==> config.mk <==
export PLATFORM = sky130hd
export DESIGN_NAME = adcrb_top
export DESIGN_NICKNAME = d
export VERILOG_FILES = /design/src/adcrb_pkg.sv /design/src/adcrb_top.sv
export SDC_FILE = /design/constraint.sdc
export NUM_CORES = 1
export LEC_CHECK = 0
export ABC_AREA = 1
export BUFFER_PORTS_ARGS = -buffer_cell sky130_fd_sc_hd__buf_2
export CAP_MARGIN = 10
export CORE_AREA = 2 2 89 91
export DETAILED_ROUTE_END_ITERATION = 12
export DIE_AREA = 0 0 91 93
export PLACE_DENSITY = 0.79
export SLEW_MARGIN = 20
export SYNTH_ARGS = -nofsm -noshare
export SYNTH_HDL_FRONTEND = slang
export SYNTH_SLANG_ARGS = --single-unit
export TNS_END_PERCENT = 50
==> constraint.sdc <==
create_clock -name clk_sys -period 2.19 [get_ports clk_sys]
set_input_delay 0.219 -clock clk_sys [delete_from_list [all_inputs] [get_ports clk_sys]]
set_output_delay 0.219 -clock clk_sys [all_outputs]
set_load 0.02 [all_outputs]
==> src/adcrb_pkg.sv <==
package adcrb_pkg;
	// Printed offsets are register indices; byte address is index times four
	localparam logic [3:0] IDX_CTRL_PRI   = 4'h0;
	localparam logic [3:0] IDX_CLK_DIV    = 4'h1;
	localparam logic [3:0] IDX_REF_CTRL   = 4'h2;
	localparam logic [3:0] IDX_EVT_CTRL   = 4'h3;
	localparam logic [3:0] IDX_IRQ_CLR    = 4'h4;
	localparam logic [3:0] IDX_IRQ_SET    = 4'h5;
	localparam logic [3:0] IDX_IRQ_FLAG   = 4'h6;
	localparam logic [3:0] IDX_DBG_CTRL   = 4'h7;
	localparam logic [3:0] IDX_SYNC_FLAGS = 4'h8;

	localparam int B_SOFT_RESET = 0;
	localparam int B_ENABLE     = 1;
	localparam int B_STANDBY    = 6;
	localparam int B_ON_DEMAND  = 7;
	localparam int B_REF_COMP   = 7;
	localparam int B_FLUSH_EI   = 0;
	localparam int B_START_EI   = 1;
	localparam int B_FLUSH_INV  = 2;
	localparam int B_START_INV  = 3;
	localparam int B_RES_EO     = 4;
	localparam int B_WIN_EO     = 5;
	localparam int B_IRQ_RES    = 0;
	localparam int B_IRQ_OVR    = 1;
	localparam int B_IRQ_WIN    = 2;
	localparam int B_DBG_RUN    = 0;
	localparam int B_SYNC_RST   = 0;
	localparam int B_SYNC_EN    = 1;

	localparam logic [7:0] CTRL_PRI_MASK = 8'hc3;
	localparam logic [7:0] CLK_DIV_MASK  = 8'h07;
	localparam logic [7:0] REF_CTRL_MASK = 8'h8f;
	localparam logic [7:0] EVT_CTRL_MASK = 8'h3f;
	localparam logic [7:0] IRQ_MASK      = 8'h07;
	localparam logic [7:0] DBG_MASK      = 8'h01;
	localparam logic [7:0] RESET_VALUE   = 8'h00;
	localparam logic [3:0] REF_SEL_LAST  = 4'h5;
	localparam logic [3:0] SYNC_DELAY    = 4'h4;

	typedef enum logic [3:0] {
		ADCRB_REF_INTERNAL_VAR = 4'h0,
		ADCRB_REF_SUPPLY_1P6   = 4'h1,
		ADCRB_REF_SUPPLY_HALF  = 4'h2,
		ADCRB_REF_EXT_A        = 4'h3,
		ADCRB_REF_EXT_B        = 4'h4,
		ADCRB_REF_FULL_SUPPLY  = 4'h5
	} adcrb_ref_t;

	typedef enum logic [1:0] {
		ADCRB_SYNC_IDLE,
		ADCRB_SYNC_ENABLE,
		ADCRB_SYNC_RESET
	} adcrb_sync_t;
endpackage : adcrb_pkg

==> src/adcrb_top.sv <==
// The Avalon-MM register port was chosen for this implementation.
`timescale 1ns/1ps
module adcrb_top #(
	parameter int          ADDR_W     = 6,
	parameter logic [3:0]  SYNC_CYC   = adcrb_pkg::SYNC_DELAY
) (
	input  wire logic              clk_sys,
	input  wire logic              srst,
	input  wire logic [ADDR_W-1:0] avs_address,
	input  wire logic              avs_read,
	input  wire logic              avs_write,
	input  wire logic [31:0]       avs_writedata,
	input  wire logic [3:0]        avs_byteenable,
	output logic [31:0]            avs_readdata,
	output logic                   avs_waitrequest,
	input  wire logic              standby_sleep,
	input  wire logic              periph_request,
	input  wire logic              start_event_in,
	input  wire logic              flush_event_in,
	input  wire logic              result_ready,
	input  wire logic              window_match,
	input  wire logic              overrun,
	output logic                   conv_start,
	output logic                   conv_flush,
	output logic                   result_event_out,
	output logic                   window_event_out,
	output logic                   adc_clk_en,
	output logic                   adc_running,
	output logic                   adc_enabled,
	output logic [3:0]             reference_select,
	output logic                   ref_buffer_offset_comp,
	output logic                   irq
);
	typedef struct packed {
		logic [7:0]  ctrl;
		logic [7:0]  clkdiv;
		logic [7:0]  refc;
		logic [7:0]  evc;
		logic [7:0]  ien;
		logic [7:0]  iflag;
		logic [7:0]  dbg;
		logic        en_applied;
		logic [3:0]  sync_cnt;
		adcrb_pkg::adcrb_sync_t sync_st;
		logic [7:0]  presc;
		logic        start_prev;
		logic        flush_prev;
		logic        conv_start;
		logic        conv_flush;
		logic        res_eo;
		logic        win_eo;
		logic        clk_en;
		logic        ack;
		logic [31:0] rdata;
	} adcrb_state_t;

	adcrb_state_t s_q;
	adcrb_state_t s_d;

	function automatic logic [7:0] adcrb_merge(input logic [7:0] old, input logic [7:0] wd,
		input logic [7:0] mask);
		adcrb_merge = (old & ~mask) | (wd & mask);
	endfunction : adcrb_merge

	logic [3:0] idx;
	logic       sel_ok;
	logic       wr;
	logic       rd;
	logic [7:0] wd;
	logic       start_lvl;
	logic       flush_lvl;
	logic       run;

	always_comb begin
		idx       = avs_address[5:2];
		sel_ok    = (avs_address[ADDR_W-1:2] <= {{(ADDR_W-6){1'b0}}, adcrb_pkg::IDX_SYNC_FLAGS});
		wr        = avs_write && !s_q.ack && avs_byteenable[0];
		rd        = avs_read && !s_q.ack;
		wd        = avs_writedata[7:0];
		start_lvl = start_event_in ^ s_q.evc[adcrb_pkg::B_START_INV];
		flush_lvl = flush_event_in ^ s_q.evc[adcrb_pkg::B_FLUSH_INV];
		// Standby gating is applied directly, no synchronizer in the path
		run = s_q.en_applied
			&& !(standby_sleep && !s_q.ctrl[adcrb_pkg::B_STANDBY])
			&& (!s_q.ctrl[adcrb_pkg::B_ON_DEMAND] || periph_request);
	end

	always_comb begin
		s_d            = s_q;
		s_d.ack        = (avs_read || avs_write) && !s_q.ack;
		s_d.rdata      = 32'h0000_0000;
		s_d.conv_start = 1'b0;
		s_d.conv_flush = 1'b0;
		s_d.res_eo     = s_q.evc[adcrb_pkg::B_RES_EO] && result_ready;
		s_d.win_eo     = s_q.evc[adcrb_pkg::B_WIN_EO] && window_match;
		s_d.start_prev = start_lvl;
		s_d.flush_prev = flush_lvl;
		if (run && s_q.evc[adcrb_pkg::B_START_EI] && start_lvl && !s_q.start_prev) begin
			s_d.conv_start = 1'b1;
		end
		if (run && s_q.evc[adcrb_pkg::B_FLUSH_EI] && flush_lvl && !s_q.flush_prev) begin
			s_d.conv_flush = 1'b1;
			s_d.conv_start = 1'b1;
		end
		// Prescaler counts only while running to save power
		s_d.presc  = run ? s_q.presc + 8'h01 : 8'h00;
		s_d.clk_en = 1'b0;
		if (run) begin
			s_d.clk_en = ((s_q.presc + 8'h01) & ((8'h02 << s_q.clkdiv[2:0]) - 8'h01)) == 8'h00;
		end
		// Flags: hardware set wins over software clear
		if (wr && sel_ok && idx == adcrb_pkg::IDX_IRQ_FLAG) begin
			s_d.iflag = s_q.iflag & ~(wd & adcrb_pkg::IRQ_MASK);
		end
		s_d.iflag[adcrb_pkg::B_IRQ_RES] = s_d.iflag[adcrb_pkg::B_IRQ_RES] | result_ready;
		s_d.iflag[adcrb_pkg::B_IRQ_OVR] = s_d.iflag[adcrb_pkg::B_IRQ_OVR] | overrun;
		s_d.iflag[adcrb_pkg::B_IRQ_WIN] = s_d.iflag[adcrb_pkg::B_IRQ_WIN] | window_match;
		case (s_q.sync_st)
			adcrb_pkg::ADCRB_SYNC_ENABLE: begin
				s_d.sync_cnt = s_q.sync_cnt - 4'h1;
				if (s_q.sync_cnt == 4'h1) begin
					s_d.en_applied = s_q.ctrl[adcrb_pkg::B_ENABLE];
					s_d.sync_st    = adcrb_pkg::ADCRB_SYNC_IDLE;
				end
			end
			adcrb_pkg::ADCRB_SYNC_RESET: begin
				s_d.sync_cnt = s_q.sync_cnt - 4'h1;
				if (s_q.sync_cnt == 4'h1) begin
					s_d.ctrl    = adcrb_pkg::RESET_VALUE;
					s_d.sync_st = adcrb_pkg::ADCRB_SYNC_IDLE;
				end
			end
			default: begin
			end
		endcase
		if (wr && sel_ok) begin
			case (idx)
				adcrb_pkg::IDX_CTRL_PRI: begin
					if (wd[adcrb_pkg::B_SOFT_RESET]) begin
						s_d.ctrl       = 8'h01;
						s_d.clkdiv     = adcrb_pkg::RESET_VALUE;
						s_d.refc       = adcrb_pkg::RESET_VALUE;
						s_d.evc        = adcrb_pkg::RESET_VALUE;
						s_d.ien        = adcrb_pkg::RESET_VALUE;
						s_d.iflag      = adcrb_pkg::RESET_VALUE;
						s_d.en_applied = 1'b0;
						s_d.sync_cnt   = SYNC_CYC;
						s_d.sync_st    = adcrb_pkg::ADCRB_SYNC_RESET;
					end else if (s_q.sync_st != adcrb_pkg::ADCRB_SYNC_RESET) begin
						s_d.ctrl = adcrb_merge(s_q.ctrl, wd, adcrb_pkg::CTRL_PRI_MASK);
						if (wd[adcrb_pkg::B_ENABLE] != s_q.ctrl[adcrb_pkg::B_ENABLE]) begin
							s_d.sync_cnt = SYNC_CYC;
							s_d.sync_st  = adcrb_pkg::ADCRB_SYNC_ENABLE;
						end
					end
				end
				adcrb_pkg::IDX_CLK_DIV: begin
					if (!s_q.ctrl[adcrb_pkg::B_ENABLE]) begin
						s_d.clkdiv = wd & adcrb_pkg::CLK_DIV_MASK;
					end
				end
				adcrb_pkg::IDX_REF_CTRL: begin
					if (!s_q.ctrl[adcrb_pkg::B_ENABLE]) begin
						s_d.refc = wd & adcrb_pkg::REF_CTRL_MASK;
					end
				end
				adcrb_pkg::IDX_EVT_CTRL: begin
					if (!s_q.ctrl[adcrb_pkg::B_ENABLE]) begin
						s_d.evc = wd & adcrb_pkg::EVT_CTRL_MASK;
					end
				end
				adcrb_pkg::IDX_IRQ_CLR: s_d.ien = s_q.ien & ~(wd & adcrb_pkg::IRQ_MASK);
				adcrb_pkg::IDX_IRQ_SET: s_d.ien = s_q.ien | (wd & adcrb_pkg::IRQ_MASK);
				adcrb_pkg::IDX_DBG_CTRL: s_d.dbg = wd & adcrb_pkg::DBG_MASK;
				default: begin
				end
			endcase
		end
		if (rd && sel_ok) begin
			case (idx)
				adcrb_pkg::IDX_CTRL_PRI: s_d.rdata[7:0] = s_q.ctrl;
				adcrb_pkg::IDX_CLK_DIV:  s_d.rdata[7:0] = s_q.clkdiv;
				adcrb_pkg::IDX_REF_CTRL: s_d.rdata[7:0] = s_q.refc;
				adcrb_pkg::IDX_EVT_CTRL: s_d.rdata[7:0] = s_q.evc;
				adcrb_pkg::IDX_IRQ_CLR:  s_d.rdata[7:0] = s_q.ien;
				adcrb_pkg::IDX_IRQ_SET:  s_d.rdata[7:0] = s_q.ien;
				adcrb_pkg::IDX_IRQ_FLAG: s_d.rdata[7:0] = s_q.iflag;
				adcrb_pkg::IDX_DBG_CTRL: s_d.rdata[7:0] = s_q.dbg;
				adcrb_pkg::IDX_SYNC_FLAGS: begin
					s_d.rdata[adcrb_pkg::B_SYNC_RST] = (s_q.sync_st == adcrb_pkg::ADCRB_SYNC_RESET);
					s_d.rdata[adcrb_pkg::B_SYNC_EN]  = (s_q.sync_st == adcrb_pkg::ADCRB_SYNC_ENABLE);
				end
				default: s_d.rdata = 32'h0000_0000;
			endcase
		end
	end

	always_ff @(posedge clk_sys) begin
		if (srst) begin
			s_q <= '0;
		end else begin
			s_q <= s_d;
		end
	end

	always_comb begin
		avs_waitrequest        = (avs_read || avs_write) && !s_q.ack;
		avs_readdata           = s_q.rdata;
		conv_start             = s_q.conv_start;
		conv_flush             = s_q.conv_flush;
		result_event_out       = s_q.res_eo;
		window_event_out       = s_q.win_eo;
		adc_clk_en             = s_q.clk_en;
		adc_running            = run;
		adc_enabled            = s_q.en_applied;
		reference_select       = s_q.refc[3:0];
		ref_buffer_offset_comp = s_q.refc[adcrb_pkg::B_REF_COMP];
		irq = |(s_q.ien & s_q.iflag & adcrb_pkg::IRQ_MASK);
	end
endmodule : adcrb_top

==> flow_summary.json, run 1 <==
{
  "rsz0062_at_grt": "false",
  "place_congestion": 0.8907,
  "yosysSeqAreaShare": 0.3597,
  "grt_pass1_vias": 3173,
  "cts_tree": "built",
  "cts_made_buffers": 9,
  "synth_top_cell_by_area": "dfxtp_1",
  "drtIter0Drc": 207,
  "combPwrFrac": 0.098,
  "total_power_uw": 2306,
  "status": "finished clean",
  "vias": 3392,
  "p_clk_frac": 0.380,
  "fin_tns_setup_ns": 0,
  "endpoint_kind": "flip-flop",
  "htreeDepth": 3,
  "ys_ff_latch": 65,
  "p_leak_uw": 0.001891,
  "clock_sinks": 65,
  "criticalPathCategory": "reg2reg",
  "fp.dieW_um": 91,
  "dr_wl_met3_um": 660,
  "synth-edff-count": 0,
  "overflow": 0,
  "synth_area_mm2": 0.003617,
  "max-vdd-ir-drop_mv": 0.3613,
  "hpwl_um": 6313,
  "power-per-cell-area_mw_per_mm2": 585.4,
  "final_common_cell": "nand2_1",
  "synthArstFlopShare": 0,
  "routedWlPerCell_um": 12.56,
  "wl_met2_um": 4086,
  "dr.pass1.iters": 5,
  "seq_power_share": 0.522,
  "cts-root-buf": "clkbuf_8",
  "cp_max_fo": 10,
  "cts.path.max_buffers": 2,
  "dieArea_mm2": 0.008463,
  "nFillCells": 789,
  "cts_hold_buf": 0,
  "critPathLaunchType": "flip-flop",
  "antenna_found_initial": 0,
  "multi_input_area_mm2": 0.001871,
  "initial_core_util": 0.4806,
  "ios": 99,
  "m1WireLength_um": 3569,
  "core_mm2": 0.007527,
  "clk_latency_ns": 0.34,
  "n_antenna_cell": 0,
  "cts_resized": 0,
  "fin_skew_ns": 0.006459,
  "hold_violations": 0,
  "path_clk_slew_ns": 0.07,
  "std_cell_rows": 32,
  "grt_start_max_net_pins": 14,
  "final_cell_mix": "146 x nand2_1, 71 x nor2_1, 65 x dfxtp_1",
  "avgSynthCellArea_um2": 6.825,
  "ff_latch_area_mm2": 0.001301,
  "synth.top_cell.area_share": 0.3597,
  "synthCells": 530,
  "yosysUniqueCellTypes": 36,
  "cts_setup_buffers": 0,
  "final_max_slew_viol_count": 0,
  "final.period_utilization": 0.7720,
  "avgViaCountPerCell": 5.033,
  "drive_above_1_share": 0.1591,
  "routed_wl_um": 8465,
  "port_buffers": 45,
  "synthTopCellsByArea": "dfxtp_1 36%, nand2_1 15%, buf_4 7.5%",
  "max_cap_viol_count": 0,
  "min_path_type": "in2reg",
  "internal_power_uw": 1684,
  "grt_first_pass_wirelength_um": 14480,
  "grtUsageTotal": 0.2118,
  "drtAntennaViolNets": 0,
  "critPathRequiredTime_ns": 2.41,
  "max_freq_mhz": 591.5,
  "crit_arrival_ns": 1.91,
  "setup_viol": 0,
  "switching_share": 0.2694,
  "fp.dieH_um": 93,
  "nNetsFinal": 627,
  "drcViolationCount": 0,
  "synth_flop_cell": "dfxtp_1",
  "p_switching_uw": 621.2,
  "top_layer_used": "met4",
  "synthToLayoutAreaGrowth_pct": 8.890,
  "period_needed_ns": 1.691,
  "ys.warnings.count": 0
}
==> registers in the layout (all words and copies together), names as in the netlist <==
name and cells:
result_event_out 1, s_q 46, avs_readdata 8, conv_start 1
ref_buffer_offset_comp 1, reference_select 4, window_event_out 1, conv_flush 1
adc_enabled 1, adc_clk_en 1
==> cell usage after synthesis (3+ instances only) <==
cell        n
nor2_2      4
o21ai_0    15
xor2_1      4
clkbuf_1    3
nand3_1    34
nor2_1     71
buf_4      36
o211ai_1    3
ha_1        6
inv_2       9
nand4_1    12
o21ai_1     5
nand3b_1    5
nand2_1   146
nand3_4     3
nor2_4      3
dfxtp_1    65
a21oi_1    28
buf_1       3
inv_1      52
==> routing by layer <==
| metal | GRT usage | vias to the layer above |
|---|---|---|
| li1 | - | 1698 |
| met1 | 0.2643 | 1545 |
| met2 | 0.3605 | 135 |
| met3 | 0.05399 | 14 |
| met4 | 0.06566 | 0 |
| met5 | 0 | - |
==> critical path, stage by stage (launching register included) <==
cell and delay [ns]:
dfxtp_1 0.31, inv_2 0.08, nand3_1 0.30, nor2_8 0.32, nand3_2 0.24, nand2_1 0.24
a21oi_1 0.08
==> kinds of logic (layout without fill, tap and decap cells) <==
family / Yosys count / count (layout) / synth area share
AO/OA/AOI/OAI: 56 / 56 / 0.08578
XOR/XNOR: 6 / 6 / 0.01453
other: 1 / 24 / 0.001037
adder cells (fa/ha/maj): 6 / 6 / 0.02075
AND/OR/NAND/NOR: 291 / 291 / 0.3712
flip-flops: 65 / 65 / 0.3597
buffers and inverters: 105 / 124 / 0.1470
==> power groups by stage <==
stage               Clock, uW  Combinational, uW  Sequential [uW]
floorplan                   0                190             1230
global placement            0                220             1230
detailed placement          0                223             1230
CTS                       893                224             1200
global route              937                250             1200
finish                    876                226             1200
==> metrics by stage <==
| step | setup WS, ns | hold slack [ns] | cells | instance area, um2 | util |
|---|---|---|---|---|---|
| global route | 0.4101 | 0.1051 | 674 | 3939 | 0.5233 |
| CTS | 0.4969 | 0.08354 | 674 | 3939 | 0.5233 |
| finish | 0.4994 | 0.09230 | 674 | 3939 | 0.5233 |
| detailed placement | 0.5140 | 0.4323 | 659 | 3776 | 0.5017 |
| global placement | 0.5415 | 0.4313 | 659 | 3776 | 0.5017 |
| floorplan | 0.8241 | 0.2881 | 553 | 3704 | - |
==> final timing paths <==
path | start | endpoint | slack (ns) | cells after the start
min | overrun | s_q[64] | 0.09 | 3
min reg2reg | s_q[105] | s_q[105] | 0.45 | 2
max | s_q[32] | s_q[48] | 0.50 | 6
max reg2reg | s_q[32] | s_q[48] | 0.50 | 6
==> area by class of cell <==
| class | count | share of cell area |
|---|---|---|
| multi-input cells | 383 | 0.4749 |
| flip-flops and latches | 65 | 0.3304 |
| repair buffers | 48 | 0.06290 |
| inverters | 61 | 0.05813 |
| clock buffers | 12 | 0.03685 |
| well taps | 102 | 0.03240 |
| clock inverters | 3 | 0.004447 |
Note: power is estimated with default switching activity, not from simulation.
==> run 2: changes to the inputs <==
- clock period: 2.19 -> 1.6 ns (I/O delays scaled with it)
==> run 2 against run 1 <==
Net effect:
- global-route usage is 0.65 points higher
- worst hold slack lost 0.056 ns
- sequential power is 38% higher
- via count is 0.38% lower
- critical path depth is 1 higher
- cell area up 3.4%
- largest power group unchanged
- combinational power is 46% higher
- clock-buffer cell count down 1
- critical path type unchanged
- clock power is 59% higher
==> flow_summary.json, run 2 (synthesized netlist as in run 1, its figures left out) <==
{
  "power-per-cell-area_mw_per_mm2": 825.8,
  "place_congestion": 0.8996,
  "drtIter0Drc": 261,
  "cts_resized": 0,
  "fin_tns_setup_ns": 0,
  "cp_max_fo": 7,
  "cp_common_cell": "nand3_1",
  "grtUsageTotal": 0.2182,
  "drtAntennaViolNets": 0,
  "rsz0062_at_grt": "false",
  "cts_made_buffers": 9,
  "worstPathCellList": "inv_2, nand3_1, nor2_8, nand3_2, buf_4, nand3_1, inv_1",
  "vias": 3379,
  "cts_hold_buf": 0,
  "fp.dieW_um": 91,
  "min_path_type": "in2reg",
  "port_buffers": 45,
  "routedWlPerCell_um": 12.52,
  "timing.final.ws_setup_ns": 0.1598,
  "cts.path.max_buffers": 2,
  "final_cell_mix": "146 x nand2_1, 71 x nor2_1, 63 x dfxtp_1",
  "fin_skew_ns": 0.008921,
  "overflow": 0,
  "max_freq_mhz": 694.4,
  "setup_viol": 0,
  "avgViaCountPerCell": 4.911,
  "antenna_found_initial": 0,
  "initial_core_util": 0.4806,
  "dpl_worst_slack_ns": 0.1311,
  "slowest_delay_ns": 0.31,
  "nNetsFinal": 640,
  "period_needed_ns": 1.440,
  "max-vdd-ir-drop_mv": 0.4010,
  "drcViolationCount": 0,
  "grt_pass1_vias": 3227,
  "fp.dieH_um": 93,
  "std_cell_rows": 32,
  "grt_first_pass_wirelength_um": 14680,
  "cts-root-buf": "clkbuf_8",
  "n_antenna_cell": 0,
  "largest_register_ffs": 46,
  "dieArea_mm2": 0.008463,
  "core_mm2": 0.007527,
  "final.period_utilization": 0.9001,
  "final_common_cell": "nand2_1",
  "placed_area_mm2": 0.003874,
  "path_clk_slew_ns": 0.07,
  "final_max_slew_viol_count": 0,
  "ios": 99,
  "grt_start_max_net_pins": 14,
  "htreeDepth": 3,
  "cts_setup_buffers": 0,
  "postLayoutCellArea_mm2": 0.004073,
  "criticalPathCategory": "reg2reg",
  "crit_path_top_delay_cell": "dfxtp_1",
  "hpwl_um": 6548,
  "drive_above_1_share": 0.1843,
  "critPathLaunchType": "flip-flop",
  "synthToLayoutAreaGrowth_pct": 12.59,
  "hold_violations": 0,
  "p_leak_uw": 0.001966,
  "critPathRequiredTime_ns": 1.84,
  "routed_wl_um": 8612,
  "clock_sinks": 65,
  "endpoint_kind": "flip-flop",
  "regMostFlops": "s_q",
  "clk_latency_ns": 0.35,
  "max_cap_viol_count": 0,
  "cts_tree": "built",
  "dr.pass1.iters": 5,
  "status": "finished clean",
  "crit_arrival_ns": 1.68
}
[run 2: cell count changes in the layout (fill, tap and decap cells not counted)]
cell        before  now
buf_4            3   16
dfxtp_2          0    2
bufinv_16        0    1
clkinvlp_4       1    2
dfxtp_1         65   63
clkbuf_1         2    1
[run 2: stage by stage]
stage	instances	utilization	total power (uW)	hold WS [ns]
2_1_floorplan	553	-	1940	0.2291
3_3_place_gp	672	0.5146	2001	0.3785
3_5_place_dp	672	0.5146	2007	0.3868
4_1_cts	688	0.5407	3394	0.02025
5_1_grt	688	0.5411	3492	0.04695
6_report	688	0.5411	3363	0.03580
[run 2: cell type report]
type / instances / area, um2
Clock buffer: 11 / 141.4
Clock inverter: 5 / 55.05
Fill cell: 752 / 3455
Inverter: 61 / 229.0
Multi-Input combinational cell: 383 / 1871
Sequential cell: 65 / 1304
Tap cell: 102 / 127.6
Timing Repair Buffer: 61 / 345.3
[run 2: layer usage]
metal  share of wire  track usage  vias to the layer above
met5               0            0                        -
met4           0.014      0.07576                        0
met3           0.062      0.05238                       16
met2            0.49       0.3883                      108
met1            0.43       0.2573                     1535
li1                -            -                     1720
[run 2: report_power, final]
group          total, uW  leakage (uW)  internal (uW)  switching [uW]
clock network       1390     0.0000953            756             632
registers           1650      0.000526           1630            11.3
logic                329       0.00134           93.9             236
[run 2: worst paths after layout]
path | from | end | slack, ns | cells after the start
max | s_q[32] | s_q[76] | 0.16 | 7
min | overrun | s_q[64] | 0.04 | 3
max reg2reg | s_q[32] | s_q[76] | 0.16 | 7
min reg2reg | s_q[108] | s_q[108] | 0.44 | 2
[run 2: critical path, delay by kind of cell, from the launching register on]
kind,cells,cell delay [ns]
and+or+nand+nor,4,0.70
buffers and inverters,3,0.32
DFF,1,0.31
